$ cat src/core/bwu_pkg.sv
// package for the bus wait unit: constants, types and behaviour notes
//
// Notes on behaviour
// - decode four blocks, one select each, choose cycle type per access
// - blocks exist in both memory space and I/O space
// - each block spans a contiguous 16 megabyte range
// - programmable zero to seven automatic waits, separately per block
// - inactive ready stretches eligible cycles until ready seen active
// - page-ROM cycles only selectable on block 3
// - DRAM cycles only selectable on block 0
// - static memory cycles: 0-7 programmed waits plus ready
// - DRAM off-page 2 or 3 waits with ready; on-page 0 or 1, no ready; fly-by DMA uses block 0 waits, off-page at least 2
// - external I/O on blocks 0-2: 0-7 waits plus ready
// - internal I/O in block 3: 1 or 2 waits, ready ignored
// - machine fault, I/O block 0 write: 0-7 waits, ready honoured
// - fly-by DMA page-ROM: 0-7 waits both pages, ready ignored
// - page-ROM on-page decided against address latched last cycle
package bwu_pkg;

  // ---------------------------------------------------------------
  // address layout
  // ---------------------------------------------------------------
  localparam int BWU_ADDR_W = 26;
  localparam int BWU_BLK_LSB = 24;
  localparam int BWU_PAGE_LSB = 3;
  localparam int BWU_PAGE_W = 3;
  localparam logic [1:0] BWU_BLK_DRAM = 2'h0;
  localparam logic [1:0] BWU_BLK_PROM = 2'h3;
  localparam logic [1:0] BWU_BLK_FAULT = 2'h0;
  localparam logic [1:0] BWU_BLK_INTIO = 2'h3;

  // ---------------------------------------------------------------
  // fixed wait figures
  // ---------------------------------------------------------------
  localparam logic [2:0] BWU_DRAM_OFF_BASE = 3'h2;
  localparam logic [2:0] BWU_DMA_DRAM_OFF_MIN = 3'h2;
  localparam logic [2:0] BWU_INTIO_BASE = 3'h1;
  localparam logic [2:0] BWU_REFRESH_WAITS = 3'h3;
  localparam logic [2:0] BWU_HALT_WAITS = 3'h0;
  localparam logic [2:0] BWU_WAIT_RST = 3'h7;

  // ---------------------------------------------------------------
  // types
  // ---------------------------------------------------------------
  typedef enum logic [3:0] {
    BWU_CYC_SRAM = 4'h0,
    BWU_CYC_DRAM = 4'h1,
    BWU_CYC_PROM = 4'h2,
    BWU_CYC_EXTIO = 4'h3,
    BWU_CYC_INTIO = 4'h4,
    BWU_CYC_REFRESH = 4'h5,
    BWU_CYC_HALT = 4'h6,
    BWU_CYC_FAULT = 4'h7,
    BWU_CYC_NONE = 4'hF
  } bwu_cyc_type;

  typedef enum logic [1:0] {
    BWU_ST_IDLE = 2'h0,
    BWU_ST_WAIT = 2'h1,
    BWU_ST_READY = 2'h3
  } bwu_st_type;

  // request from the core
  typedef struct packed {
    logic start;
    logic [BWU_ADDR_W-1:0] addr;
    logic io;
    logic write;
    logic refresh;
    logic halt_ack;
    logic fault;
    logic flyby;
  } bwu_req_type;

  // configuration: per-block waits and shared settings
  typedef struct packed {
    logic [3:0][2:0] waits;
    logic dram_en;
    logic prom_en;
    logic [2:0] prom_page_waits;
    logic dram_extra;
    logic intio_extra;
    logic [BWU_PAGE_W-1:0] page_mask;
  } bwu_cfg_type;

endpackage

$ cat src/core/bwu_bus_wait_unit.sv
// bus wait unit: block decode, select lines, cycle type and wait timing
`timescale 1ns/1ps
module bwu_bus_wait_unit
  import bwu_pkg::*;
(
  // clock and reset
  input wire logic i_clk,
  input wire logic i_rst,
  // request from the core
  input wire bwu_req_type i_req,
  // configuration bits
  input wire bwu_cfg_type i_cfg,
  // ready pin from the bus, asynchronous
  input wire logic i_ready_n,
  // outputs
  output logic [3:0] o_block_select_lines_n,
  output bwu_cyc_type o_cyc_type,
  output logic o_busy,
  output logic o_done,
  output logic o_page_hit
);

  // ---------------------------------------------------------------
  // state
  // ---------------------------------------------------------------
  typedef struct packed {
    bwu_st_type st;
    logic [1:0] rdy_sync;
    logic [2:0] cnt;
    logic rdy_eff;
    bwu_cyc_type cyc;
    logic [3:0] cs_n;
    logic done;
    logic hit;
    logic page_valid;
    logic [BWU_ADDR_W-1:BWU_PAGE_LSB] last_page;
  } bwu_state_type;

  bwu_state_type state_r;
  bwu_state_type state_nxt;

  // page compare with masked low page bits
  function automatic logic page_eq(
    input logic [BWU_ADDR_W-1:BWU_PAGE_LSB] a,
    input logic [BWU_ADDR_W-1:BWU_PAGE_LSB] b,
    input logic [BWU_PAGE_W-1:0] mask
  );
    logic [BWU_ADDR_W-1:BWU_PAGE_LSB] m;
    m = '1;
    m[BWU_PAGE_LSB+BWU_PAGE_W-1:BWU_PAGE_LSB] = ~mask;
    return ((a ^ b) & m) == '0;
  endfunction

  // ---------------------------------------------------------------
  // decode of the incoming request
  // ---------------------------------------------------------------
  logic [1:0] blk;
  logic hit_now;
  bwu_cyc_type cyc_d;
  logic [2:0] waits_d;
  logic rdy_d;

  // blocks are the top address bits, each 16 MB wide
  // sixteen megabyte blocks
  assign blk = i_req.addr[BWU_ADDR_W-1:BWU_BLK_LSB];
  assign hit_now = state_r.page_valid &&
                   page_eq(i_req.addr[BWU_ADDR_W-1:BWU_PAGE_LSB],
                           state_r.last_page, i_cfg.page_mask);

  // cycle type selection and wait count per type
  always_comb
  begin
    cyc_d = BWU_CYC_SRAM;
    waits_d = i_cfg.waits[blk];
    rdy_d = 1'b1;
    if (i_req.refresh)
    begin
      cyc_d = BWU_CYC_REFRESH;
      waits_d = BWU_REFRESH_WAITS;
    end
    else if (i_req.halt_ack)
    begin
      cyc_d = BWU_CYC_HALT;
      waits_d = BWU_HALT_WAITS;
      rdy_d = 1'b0;
    end
    else if (i_req.fault && i_req.io && i_req.write &&
             blk == BWU_BLK_FAULT)
    begin
      cyc_d = BWU_CYC_FAULT;
    end
    else if (i_req.io)
    begin
      if (blk == BWU_BLK_INTIO)
      begin
        cyc_d = BWU_CYC_INTIO;
        waits_d = BWU_INTIO_BASE + {2'h0, i_cfg.intio_extra};
        rdy_d = 1'b0;
      end
      else
        cyc_d = BWU_CYC_EXTIO;
    end
    else if (blk == BWU_BLK_DRAM && i_cfg.dram_en)
    begin
      cyc_d = BWU_CYC_DRAM;
      if (i_req.flyby)
      begin
        // dma off-page never below its floor, on-page ignores ready
        rdy_d = !hit_now;
        if (!hit_now && i_cfg.waits[blk] < BWU_DMA_DRAM_OFF_MIN)
          waits_d = BWU_DMA_DRAM_OFF_MIN;
      end
      else if (hit_now)
      begin
        waits_d = {2'h0, i_cfg.dram_extra};
        rdy_d = 1'b0;
      end
      else
        waits_d = BWU_DRAM_OFF_BASE + {2'h0, i_cfg.dram_extra};
    end
    else if (blk == BWU_BLK_PROM && i_cfg.prom_en)
    begin
      cyc_d = BWU_CYC_PROM;
      rdy_d = 1'b0;
      if (hit_now && !i_req.flyby)
        waits_d = i_cfg.prom_page_waits;
    end
  end

  // ---------------------------------------------------------------
  // cycle sequencer
  // ---------------------------------------------------------------
  logic rdy_act;
  // second sync stage only; ready pin is active low
  assign rdy_act = !state_r.rdy_sync[1];

  always_comb
  begin
    state_nxt = state_r;
    state_nxt.done = 1'b0;
    state_nxt.rdy_sync = {state_r.rdy_sync[0], i_ready_n};
    case (state_r.st)
      BWU_ST_IDLE:
      begin
        if (i_req.start)
        begin
          state_nxt.cyc = cyc_d;
          state_nxt.cnt = waits_d;
          state_nxt.rdy_eff = rdy_d;
          state_nxt.hit = hit_now;
          state_nxt.cs_n = '1;
          if (!i_req.refresh && !i_req.halt_ack)
            state_nxt.cs_n[blk] = 1'b0;
          if (cyc_d == BWU_CYC_DRAM || cyc_d == BWU_CYC_PROM)
          begin
            state_nxt.page_valid = 1'b1;
            state_nxt.last_page = i_req.addr[BWU_ADDR_W-1:BWU_PAGE_LSB];
          end
          else
            state_nxt.page_valid = 1'b0;
          state_nxt.st = (waits_d == 3'h0) ? BWU_ST_READY : BWU_ST_WAIT;
        end
      end
      BWU_ST_WAIT:
      begin
        state_nxt.cnt = state_r.cnt - 3'h1;
        if (state_r.cnt == 3'h1)
          state_nxt.st = BWU_ST_READY;
      end
      BWU_ST_READY:
      begin
        if (!state_r.rdy_eff || rdy_act)
        begin
          state_nxt.done = 1'b1;
          state_nxt.cs_n = '1;
          state_nxt.st = BWU_ST_IDLE;
        end
      end
      default:
        state_nxt.st = BWU_ST_IDLE;
    endcase
  end

  // state register
  always_ff @(posedge i_clk or posedge i_rst)
  begin
    if (i_rst)
    begin
      state_r <= '{st: BWU_ST_IDLE, rdy_sync: 2'h3, cnt: 3'h0,
                   rdy_eff: 1'b0, cyc: BWU_CYC_NONE, cs_n: 4'hF,
                   done: 1'b0, hit: 1'b0, page_valid: 1'b0,
                   last_page: '0};
    end
    else
      state_r <= state_nxt;
  end

  // outputs from flops; busy is a handshake level
  assign o_block_select_lines_n = state_r.cs_n;
  assign o_cyc_type = state_r.cyc;
  assign o_busy = state_r.st != BWU_ST_IDLE;
  assign o_done = state_r.done;
  assign o_page_hit = state_r.hit;

  // ---------------------------------------------------------------
  // assertions
  // ---------------------------------------------------------------
  property p_one_select;
    @(posedge i_clk) disable iff (i_rst)
      $countones(~state_r.cs_n) <= 1;
  endproperty
  a_one_select: assert property (p_one_select)
    else $error("more than one block select active");

  property p_dram_blk0;
    @(posedge i_clk) disable iff (i_rst)
      state_r.cyc == BWU_CYC_DRAM && o_busy |-> !state_r.cs_n[0];
  endproperty
  a_dram_blk0: assert property (p_dram_blk0)
    else $error("dram cycle outside block 0");

  property p_prom_blk3;
    @(posedge i_clk) disable iff (i_rst)
      state_r.cyc == BWU_CYC_PROM && o_busy |-> !state_r.cs_n[3];
  endproperty
  a_prom_blk3: assert property (p_prom_blk3)
    else $error("page-rom cycle outside block 3");

  property p_zero_wait;
    @(posedge i_clk) disable iff (i_rst)
      state_r.st == BWU_ST_IDLE && i_req.start && waits_d == 3'h0 &&
      !rdy_d |=> ##1 o_done;
  endproperty
  a_zero_wait: assert property (p_zero_wait)
    else $error("zero-wait cycle not done after two edges");

  property p_wait_len;
    @(posedge i_clk) disable iff (i_rst)
      state_r.st == BWU_ST_IDLE && i_req.start && waits_d == 3'h3 &&
      !rdy_d |=> !o_done [*3] ##1 (state_r.st == BWU_ST_READY) ##1 o_done;
  endproperty
  a_wait_len: assert property (p_wait_len)
    else $error("three programmed waits not honoured");

  property p_ready_holds;
    @(posedge i_clk) disable iff (i_rst)
      state_r.st == BWU_ST_READY && state_r.rdy_eff && !rdy_act |=>
      !o_done && o_busy;
  endproperty
  a_ready_holds: assert property (p_ready_holds)
    else $error("cycle ended with ready inactive");

  property p_ready_ignored;
    @(posedge i_clk) disable iff (i_rst)
      state_r.st == BWU_ST_READY && !state_r.rdy_eff |=> o_done;
  endproperty
  a_ready_ignored: assert property (p_ready_ignored)
    else $error("ready waited on where it is ignored");

  property p_intio_waits;
    @(posedge i_clk) disable iff (i_rst)
      state_r.st == BWU_ST_IDLE && i_req.start &&
      cyc_d == BWU_CYC_INTIO |-> waits_d inside {3'h1, 3'h2} && !rdy_d;
  endproperty
  a_intio_waits: assert property (p_intio_waits)
    else $error("internal io waits out of range");

  property p_dram_on;
    @(posedge i_clk) disable iff (i_rst)
      i_req.start && cyc_d == BWU_CYC_DRAM && hit_now && !i_req.flyby
      |-> waits_d <= 3'h1 && !rdy_d;
  endproperty
  a_dram_on: assert property (p_dram_on)
    else $error("dram on-page timing wrong");

  property p_fault_waits;
    @(posedge i_clk) disable iff (i_rst)
      state_r.st == BWU_ST_IDLE && i_req.start && cyc_d == BWU_CYC_FAULT
      |-> waits_d == i_cfg.waits[BWU_BLK_FAULT] && rdy_d;
  endproperty
  a_fault_waits: assert property (p_fault_waits)
    else $error("machine fault cycle timing wrong");

  property p_flyby_prom;
    @(posedge i_clk) disable iff (i_rst)
      state_r.st == BWU_ST_IDLE && i_req.start && cyc_d == BWU_CYC_PROM &&
      i_req.flyby |-> waits_d == i_cfg.waits[BWU_BLK_PROM] && !rdy_d;
  endproperty
  a_flyby_prom: assert property (p_flyby_prom)
    else $error("fly-by page-rom timing wrong");

  c_dram: cover property (@(posedge i_clk) disable iff (i_rst)
    o_done && state_r.cyc == BWU_CYC_DRAM && state_r.hit);
  c_prom: cover property (@(posedge i_clk) disable iff (i_rst)
    o_done && state_r.cyc == BWU_CYC_PROM);
  c_stretch: cover property (@(posedge i_clk) disable iff (i_rst)
    state_r.st == BWU_ST_READY && state_r.rdy_eff && !rdy_act);

endmodule

$ cat config.mk
export PLATFORM = sky130hd
export DESIGN_NAME = bwu_bus_wait_unit
export DESIGN_NICKNAME = d
export VERILOG_FILES = /design/src/core/bwu_pkg.sv /design/src/core/bwu_bus_wait_unit.sv
export SDC_FILE = /design/constraint.sdc
export NUM_CORES = 1
export LEC_CHECK = 0
export ABC_AREA = 1
export ABC_CLOCK_PERIOD_IN_PS = 1800
export BUFFER_PORTS_ARGS = -buffer_cell sky130_fd_sc_hd__buf_2
export CAP_MARGIN = 20
export CORE_MARGIN = 1.5
export CORE_UTILIZATION = 31
export CTS_BUF_LIST = sky130_fd_sc_hd__clkbuf_4 sky130_fd_sc_hd__clkbuf_8
export DETAILED_ROUTE_END_ITERATION = 7
export PLACE_DENSITY = 0.63
export SETUP_SLACK_MARGIN = 0.1
export SYNTH_ARGS = -nofsm -noshare
export SYNTH_HDL_FRONTEND = slang
export SYNTH_SLANG_ARGS = --single-unit
$ cat constraint.sdc
create_clock -name i_clk -period 1.8 [get_ports i_clk]
set_clock_uncertainty 0.1 [all_clocks]
set_input_delay 0.27 -clock i_clk [delete_from_list [all_inputs] [get_ports i_clk]]
set_output_delay 0.27 -clock i_clk [all_outputs]
set_load 0.01 [all_outputs]
==> out/metrics.csv, run 1 <==
metric;value;unit
status;finished, violations left;
violations;setup timing;
synth.most_common_cell;nand2_1;
grt_pass1_vias;2523;
hp-start;i_req[20];
power_density;1150;nW/um^2
worstSetupStartpointType;register;
synth_flop_cell;dfrtp_1;
synth_area_leaders;dfrtp_1 30%, nand2_1 21%, dfstp_2 9.8%, inv_1 8.6%, nor2_1 6.0%;
maxSlewHeadroom;74.1;%
synth_area_per_cell;6.60;sq um
crit_path_start;state_r[40]$_DFFE_PP0P_;
synth_top_area_share;30.0;%
syn_area;2670;sq um
grt_pass1_wl;10800;um
syn_to_final_growth;43.7;%
peakVddDrop;0.430;mV
drc;0;
initial_utilization;32.2;%
tightest_slew;0.388;ns
routed_wl;7300;um
r2r_cells;11;
path_class;reg2reg;
drtAntennaViolNets;0;
ys_warn_count;0;
regToRegStartpoint;state_r[40]$_DFFE_PP0P_;
synthCells;405;
die_y;95.8;um
setup_viol;28;
cts_buffers;5;
gp_congestion;0.876;
port_buffers;65;
core_area;8300;sq um
drv_slew;0;
crit_path_end_kind;register;
setup_tns;-5.37;ns
seq_area_frac_synth;39.8;%
firstDrtPassIters;4;
dp_hpwl;5040;um
io-pin-count;69;
ff_latch_area;1060;sq um
clkTransAtPathRegs;0.10;ns
detail_route.wl_per_cell;11.9;um
grt_overflow;0;
total_power;0.00442;W
max_cap_violations;0;
via_per_inst;4.54;
ys_seq_elements;42;
worstPathArrival;2.13;ns
max_freq;0.489;GHz
vias;2786;
layout_setup_ws;-0.247;ns
yosys.area.top_type;dfrtp_1;
cts.sinks;42;
multiInputGateArea;1480;sq um
fin_crit_sh;114;%
rsz0062_at_grt;yes;
leakage;2.08;nW
drt_iter0_markers;98;
cts_tree;done;
cts_max_level;2;
root_buffer;clkbuf_8;
num-fill-cells;852;
synth_cell_types;32;
min_path_type;in2reg;
die_area;9180;sq um
fin_nets;568;
layout-drive-gt1-share;38.7;%
placed_cells;587;
die_w;95.8;um
path_max_fanout;8;
holdPathStages;3;
grt_max_degree;43;
fp-row-count;33;
min_period;2.05;ns
syn_nets;465;
instances_no_fill;614;
crit_required;1.89;ns
clk_latency;0.30;ns
r2r_slack;-0.25;ns
setup.worst_path.end;state_r[7]$_DFFE_PP0P_;
ys_top_cells_by_count;148 x nand2_1, 61 x inv_1, 43 x nor2_1, 32 x dfrtp_1, 20 x o21ai_0;
finalHoldViolations;0;
track_usage;15.0;%
async_flop_share;100;%
rr_endpoint;state_r[7]$_DFFE_PP0P_;
diodes;0;
synth_edf_count;0;
antenna_found_initial;0;
clockBufferDepth;2;
==> metal layers <==
layer / track usage [%] / share of wire (%)
met4: 4.53 / 2.4
met3: 3.16 / 4.5
met1: 18.6 / 44
met2: 26.0 / 49
met5: 0 / 0
==> power breakdown <==
| part | switching [W] | leakage (nW) | internal, W |
|---|---|---|---|
| Combinational | 0.00108 | 1.53 | 0.000975 |
| Clock | 0.000362 | 0.0441 | 0.000273 |
| Sequential | 0.000315 | 0.506 | 0.00141 |
==> cell usage in the layout, fill, tap and decap left out, drive strengths merged <==
| cell type | n |
|---|---|
| a31oi | 1 |
| a21oi | 18 |
| nand4 | 1 |
| o22ai | 1 |
| xor2 | 2 |
| nor2 | 47 |
| dfrtp | 32 |
| nand2 | 150 |
| nor3b | 1 |
| xnor2 | 4 |
| nand3 | 12 |
| buf | 106 |
| a22oi | 1 |
| a21boi | 1 |
| nor3 | 4 |
| inv | 68 |
| ha | 2 |
| clkinv | 3 |
| dlygate4sd3 | 2 |
| clkbuf | 9 |
| dfstp | 10 |
| a311oi | 1 |
| clkinvlp | 1 |
| o21ai | 32 |
==> what timing repair did <==
item                                   4_1_cts  5_1_grt
cloned                                       0        7
pin swaps                                    3       18
setup buffers                                1       10
gates resized for setup                      7       72
hold buffers                                 2        0
setup endpoints to repair                   29       30
endpoints found under the hold margin       33        0
==> cell type report <==
| type | instances | area share [%] |
|---|---|---|
| Multi-Input combinational cell | 278 | 38.6 |
| Tap cell | 105 | 3.42 |
| Timing Repair Buffer | 112 | 20.9 |
| Sequential cell | 42 | 27.7 |
| Clock inverter | 3 | 0.554 |
| Inverter | 69 | 7.08 |
| Clock buffer | 5 | 1.79 |
==> worst min-delay path by stage <==
stage,to
after detailed placement,state_r[7]$_DFFE_PP0P_
after global routing,state_r[11]$_DFFE_PP0P_
after CTS,state_r[11]$_DFFE_PP0P_
final,state_r[11]$_DFFE_PP0P_
after global placement,state_r[7]$_DFFE_PP0P_
after floorplan,state_nxt[39]$_DFF_PP1_
==> per-stage QoR <==
step	util, %	hold WS (ns)	setup slack, ns	instance area [sq um]
CTS	41.0	0.0768	-0.131	3400
global route	46.2	0.0787	-0.356	3840
finish	46.2	0.0859	-0.247	3840
global placement	39.3	0.247	-0.139	3260
floorplan	-	0.174	-0.00892	2680
detailed placement	39.3	0.249	-0.176	3260
==> critical path, cell delays in order, from the launching register on <==
cell,delay [ns]
dfrtp_1,0.42
nor2_4,0.13
inv_2,0.06
nor2_4,0.09
inv_2,0.06
nor2_4,0.08
inv_2,0.06
a311oi_4,0.28
nand3_4,0.27
clkbuf_16,0.26
nand2_1,0.06
o21ai_1,0.06
==> cell families after synthesis <==
| group | Yosys count | synth area share [%] |
|---|---|---|
| buffers and inverters | 85 | 13.7 |
| adders and majority gates | 2 | 0.937 |
| DFF | 42 | 39.8 |
| AOI/OAI and AO/OA | 55 | 11.1 |
| xor gates and xnor gates | 6 | 1.97 |
| and+or+nand+nor | 215 | 32.5 |
==> sequential cells by signal, indices dropped and copies added (netlist names) <==
name / flops
state_nxt: 1
o_done: 1
o_block_select_lines_n: 4
o_page_hit: 1
o_cyc_type: 4
state_r: 31
Power figures use the tool's default switching activity.
==> inputs of run 2 (changes only) <==
- ABC_CLOCK_PERIOD_IN_PS: 1800 -> 1820
- CAP_MARGIN: 20 -> 15
- CORE_MARGIN: 1.5 -> default
- clock period: 1.8 -> 1.82 ns (I/O delays scaled with it)
==> out/metrics.csv, run 2 (synthesis gave the netlist of run 1 again) <==
metric;value;unit;change
dp_hpwl;5000;um;-0.71%
drtAntennaViolNets;0;;unchanged
r2r_slack;-0.21;ns;+0.03 ns
final_cell_mix;116 x nand2_1, 64 x buf_2, 61 x inv_1;;
regToRegStartpoint;state_r[14]$_DFFE_PP0P_;;
drt_iter0_markers;113;;+15%
die_w;94.8;um;-1.0%
path_buf_inv;3;;-1
drv_slew;0;;unchanged
fp-row-count;33;;unchanged
routed_wl;7160;um;-1.9%
drc;0;;unchanged
die_y;94.8;um;-1.0%
leakage;2.09;nW;+0.46%
grt_max_degree;43;;unchanged
detail_route.wl_per_cell;11.7;um;-1.9%
tightest_slew;0.555;ns;+0.167 ns
layout-drive-gt1-share;40.9;%;+2.2 points
vias;2758;;-1.0%
design_area;3810;sq um;-0.65%
timing.hold.ws;-0.00437;ns;-0.0902 ns
critPathMaxStageDelay;0.41;ns;about the same
syn_to_final_growth;42.7;%;
final_common_cell;nand2_1;;
post-route-util;46.2;%;-0.072 points
initial_utilization;32.3;%;+0.16 points
rr_endpoint;state_r[35]$_DFFE_PP0P_;;
grt_overflow;0;;unchanged
crit_path_top_delay_cell;dfrtp_1;;
largest_register_ffs;31;;unchanged
max_freq;0.492;GHz;+0.64%
gp_congestion;0.840;;-4.1%
fin_nets;568;;unchanged
antenna_found_initial;0;;unchanged
clockBufferDepth;2;;unchanged
peakVddDrop;0.642;mV;+49%
maxSlewHeadroom;63.0;%;-11 points
setup_viol;29;;+3.6%
max_cap_violations;0;;unchanged
root_buffer;clkbuf_8;;
layout_setup_ws;-0.214;ns;+0.0331 ns
crit_path_end_kind;register;;
clkTransAtPathRegs;0.09;ns;about the same
status;finished, violations left;;
path_class;reg2reg;;
diodes;0;;unchanged
worstSetupStartpointType;register;;
worstPathArrival;2.14;ns;about the same
instances_no_fill;614;;unchanged
violations;hold timing, setup timing;;
num-fill-cells;861;;+1.1%
path_common_cell;nand2_1;;
cts_tree;done;;
grt_pass1_vias;2617;;+3.7%
r2r_cells;16;;+5
cp_cell_sequence;inv_1 > nand2_1 > nand2_1 > nor2_2 > nand2_1 > nor2_2 > nand2_2 > nor2_4 > buf_4 > o21ai_1 > nand2_1 > nand2_2 > nand2_2 > a21oi_2 > buf_4 > o21ai_0;;
finalHoldViolations;2;;+2
cts_buffers;5;;unchanged
total_power;0.00442;W;about the same
die_area;8990;sq um;-2.1%
port_buffers;65;;unchanged
via_per_inst;4.49;;-1.0%
regMostFlops;state_r;;
path_max_fanout;5;;-3
grt_pass1_wl;11700;um;+7.9%
min_path_type;in2async;;
min_period;2.03;ns;-0.0131 ns
power_density;1160;nW/um^2;+0.71%
setup_tns;-1.76;ns;+3.61 ns
crit_required;1.93;ns;+0.04 ns
firstDrtPassIters;4;;unchanged
clk_latency;0.29;ns;about the same
core_area;8260;sq um;-0.50%
fin_crit_sh;112;%;-2.0 points
rsz0062_at_grt;yes;;
io-pin-count;69;;unchanged
track_usage;16.7;%;+1.7 points
placed_cell_area;3220;sq um;-1.2%
cts.sinks;42;;unchanged
cts_max_level;2;;unchanged
crit_family;simple AND/OR/NAND/NOR gates;;
placed_cells;585;;-0.34%
run 2: cell count changes in the layout (fill, tap and decap cells not counted), sizes merged:
cell | previous run | this run
clkinvlp | 1 | 0
clkbuf | 9 | 6
buf | 106 | 111
dlygate4sd3 | 2 | 1
run 2: report_power, final:
part           total, W  internal (W)  switching [W]
sequential      0.00172       0.00140       0.000322
clock          0.000631      0.000287       0.000344
combinational   0.00207      0.000987        0.00109
total           0.00442       0.00267        0.00175
run 2: final cells by class:
type / instances / area [sq um] / area share [%]
clock inverter: 2 / 13.8 / 0.361
sequential: 42 / 1060 / 27.9
multi-input combinational: 278 / 1480 / 38.8
tap: 105 / 131 / 3.45
timing repair buffer: 112 / 778 / 20.4
inverter: 69 / 272 / 7.12
clock buffer: 6 / 76.3 / 2.00
run 2: routing by layer:
metal | track usage, % | share of wire (%)
met2 | 26.6 | 49
met1 | 22.7 | 46
met4 | 5.05 | 0.87
met3 | 3.38 | 4.0
met5 | 0 | 0
run 2: stage by stage:
step                setup slack [ns]  hold slack [ns]
finish                        -0.214         -0.00437
global route                  -0.402           0.0678
CTS                           -0.166           0.0211
detailed placement            -0.185            0.248
global placement              -0.102            0.254
floorplan                     0.0111            0.177
run 2: worst min-delay path, cell delays in order:
cell,delay [ns]
buf_2,0.09
inv_1,0.04
buf_4,0.44
run 2: how the worst max path moves through the flow:
stage | to | slack [ns] | cells after the start | start
final | state_r[35]$_DFFE_PP0P_ | -0.21 | 16 | state_r[14]$_DFFE_PP0P_
after global routing | state_r[41]$_DFFE_PP0P_ | -0.40 | 16 | state_r[18]$_DFFE_PP0P_
after CTS | state_r[41]$_DFFE_PP0P_ | -0.17 | 16 | state_r[14]$_DFFE_PP0P_
after detailed placement | state_r[41]$_DFFE_PP0P_ | -0.19 | 15 | i_req[31]
after global placement | state_r[41]$_DFFE_PP0P_ | -0.10 | 15 | i_req[30]
after floorplan | state_r[21]$_DFFE_PP0P_ | 0.01 | 11 | state_r[40]$_DFFE_PP0P_
run 2: repair_timing:
item / CTS / global route
gates cloned: 4 / 0
setup buffers: 16 / 5
setup endpoints to repair: 29 / 31
hold buffers: 1 / 0
gates resized for setup: 49 / 49
pin swaps: 9 / 19
endpoints found under the hold margin: 1 / 0
==> inputs of run 3 (changes only) <==
- ABC_CLOCK_PERIOD_IN_PS: 1820 -> 1960
- PLACE_DENSITY: 0.63 -> 0.62
- clock period: 1.82 -> 1.96 ns (I/O delays scaled with it)
==> out/metrics.csv, run 3 (synthesis gave the netlist of run 1 again) <==
metric;value;unit;change
status;finished, violations left;;
violations;setup timing;;
drc;0;;unchanged
core_area;8260;sq um;unchanged
seq_power_share;37.9;%;-1.0 points
dr_wl_met3;284;um;-1.0%
path_class;reg2reg;;
worstPathArrival;2.12;ns;-0.02 ns
syn_to_final_growth;40.3;%;
path_max_fanout;7;;+2
placed_cells;576;;-1.5%
die_y;94.8;um;unchanged
detail_route.wl_per_cell;11.8;um;+1.3%
vias;2700;;-2.1%
layout-drive-gt1-share;36.3;%;-4.6 points
regMostFlops;state_r;;
clkTransAtPathRegs;0.09;ns;about the same
power_density;1110;nW/um^2;-4.2%
grt_pass1_vias;2575;;-1.6%
rsz0062_at_grt;yes;;
r2r_cells;13;;-3
layout_setup_ws;-0.0149;ns;+0.199 ns
leakage;2.05;nW;-1.9%
multiInputGateArea;1420;sq um;-4.1%
drt_iter0_markers;85;;-25%
min_path_type;in2async;;
combPwrFrac;41.8;%;-5.1 points
num-fill-cells;848;;-1.5%
drv_slew;0;;unchanged
p_int;0.00261;W;-2.3%
cts_tree;done;;
crit_path_end_kind;register;;
wl_met1;3290;um;-0.69%
cts.sinks;42;;unchanged
crit_required;2.10;ns;+0.17 ns
final_common_cell;nand2_1;;
grt_max_degree;43;;unchanged
gp_congestion;0.861;;+2.4%
final_cell_mix;123 x nand2_1, 65 x buf_2, 61 x inv_1;;
cts_max_level;2;;unchanged
die_w;94.8;um;unchanged
grt_overflow;0;;unchanged
p_sw;0.00156;W;-11%
root_buffer;clkbuf_8;;
top_layer;met4;;
dp_hpwl;5100;um;+1.8%
instances_no_fill;604;;-1.6%
initial_utilization;32.3;%;unchanged
finalHoldViolations;0;;-2
routed_wl;7140;um;-0.32%
grt_pass1_wl;11200;um;-4.3%
fp-row-count;33;;unchanged
maxSlewHeadroom;63.9;%;+0.95 points
diodes;0;;unchanged
firstDrtPassIters;4;;unchanged
drtAntennaViolNets;0;;unchanged
largest_register_ffs;31;;unchanged
fin_nets;558;;-1.8%
timing.hold.ws;0.0160;ns;+0.0203 ns
io-pin-count;69;;unchanged
post-route-util;45.4;%;-0.79 points
worstSetupStartpointType;register;;
track_usage;15.9;%;-0.85 points
routed-wl-met2;3480;um;-0.20%
max_cap_violations;0;;unchanged
clockBufferDepth;2;;unchanged
die_area;8990;sq um;unchanged
fin_crit_sh;101;%;-11 points
max_freq;0.506;GHz;+3.0%
setup_viol;6;;-79%
min_period;1.97;ns;-0.0590 ns
tightest_slew;0.541;ns;-0.0142 ns
port_buffers;65;;unchanged
clk_latency;0.30;ns;about the same
clkPwrFrac;20.3;%;+6.0 points
via_per_inst;4.47;;-0.48%
ff_latch_area;1060;sq um;unchanged
cts_buffers;5;;unchanged
peakVddDrop;0.427;mV;-34%
swShare;37.4;%;-2.3 points
antenna_found_initial;0;;unchanged
[run 3: layout make-up]
class	instances	share of cell area (%)
Multi-Input combinational cell	278	37.8
Sequential cell	42	28.4
Timing Repair Buffer	102	19.4
Inverter	69	7.25
Tap cell	105	3.51
Clock buffer	5	1.84
Clock inverter	3	1.84
[run 3: worst max-delay path: stages (launching register included)]
cell and delay, ns:
dfrtp_1 0.41, nor2_2 0.15, inv_2 0.07, nor2_4 0.09, inv_2 0.05, nor2_4 0.09
inv_2 0.06, a311oi_4 0.27, nand3_4 0.14, buf_12 0.17, buf_12 0.14, clkinv_8 0.07
nand2_2 0.05, nand2_1 0.06
[run 3: power groups by stage]
stage                     logic, W  clock network, W  registers [W]
final                      0.00174          0.000844        0.00158
after global routing       0.00200          0.000895        0.00163
after CTS                  0.00160          0.000866        0.00156
after detailed placement   0.00147                 0        0.00157
after global placement     0.00142                 0        0.00154
after floorplan            0.00115                 0        0.00152
[run 3: final timing paths]
kind,slack (ns),end,from
max,-0.01,state_r[13]$_DFFE_PP0P_,state_r[40]$_DFFE_PP0P_
min,0.02,state_r[5]$_DFFE_PP0P_,i_rst
max reg2reg,-0.01,state_r[13]$_DFFE_PP0P_,state_r[40]$_DFFE_PP0P_
min reg2reg,0.26,state_r[39]$_DFF_PP1_,state_nxt[39]$_DFF_PP1_
max in group asynchronous,1.36,state_r[39]$_DFF_PP1_,i_rst
min in group i_clk,0.12,state_r[3]$_DFFE_PP0P_,i_req[12]
[run 3: metrics by stage]
step	setup TNS, ns	cell area, sq um	setup slack [ns]	total power [W]
after global routing	-2.32	3750	-0.195	0.00453
after CTS	-0.155	3520	-0.0341	0.00402
after global placement	-0.152	3170	-0.0280	0.00296
final	-0.0526	3750	-0.0149	0.00416
after detailed placement	-0.289	3170	-0.0371	0.00303
after floorplan	0	2670	0.140	0.00266
[run 3: per-layer routing]
| metal | track usage (%) | up-vias |
|---|---|---|
| met2 | 27.8 | 58 |
| met4 | 4.42 | 0 |
| met5 | 0 | - |
| li1 | - | 1410 |
| met3 | 2.66 | 6 |
| met1 | 20.0 | 1226 |
[run 3: what timing repair did]
item | 4_1_cts | 5_1_grt
pin swaps | 0 | 8
hold endpoints to repair | 1 | 0
endpoints found under the setup margin | 26 | 29
setup buffers | 8 | 8
hold buffers | 1 | 0
cloned | 2 | 3
resized for setup | 21 | 48
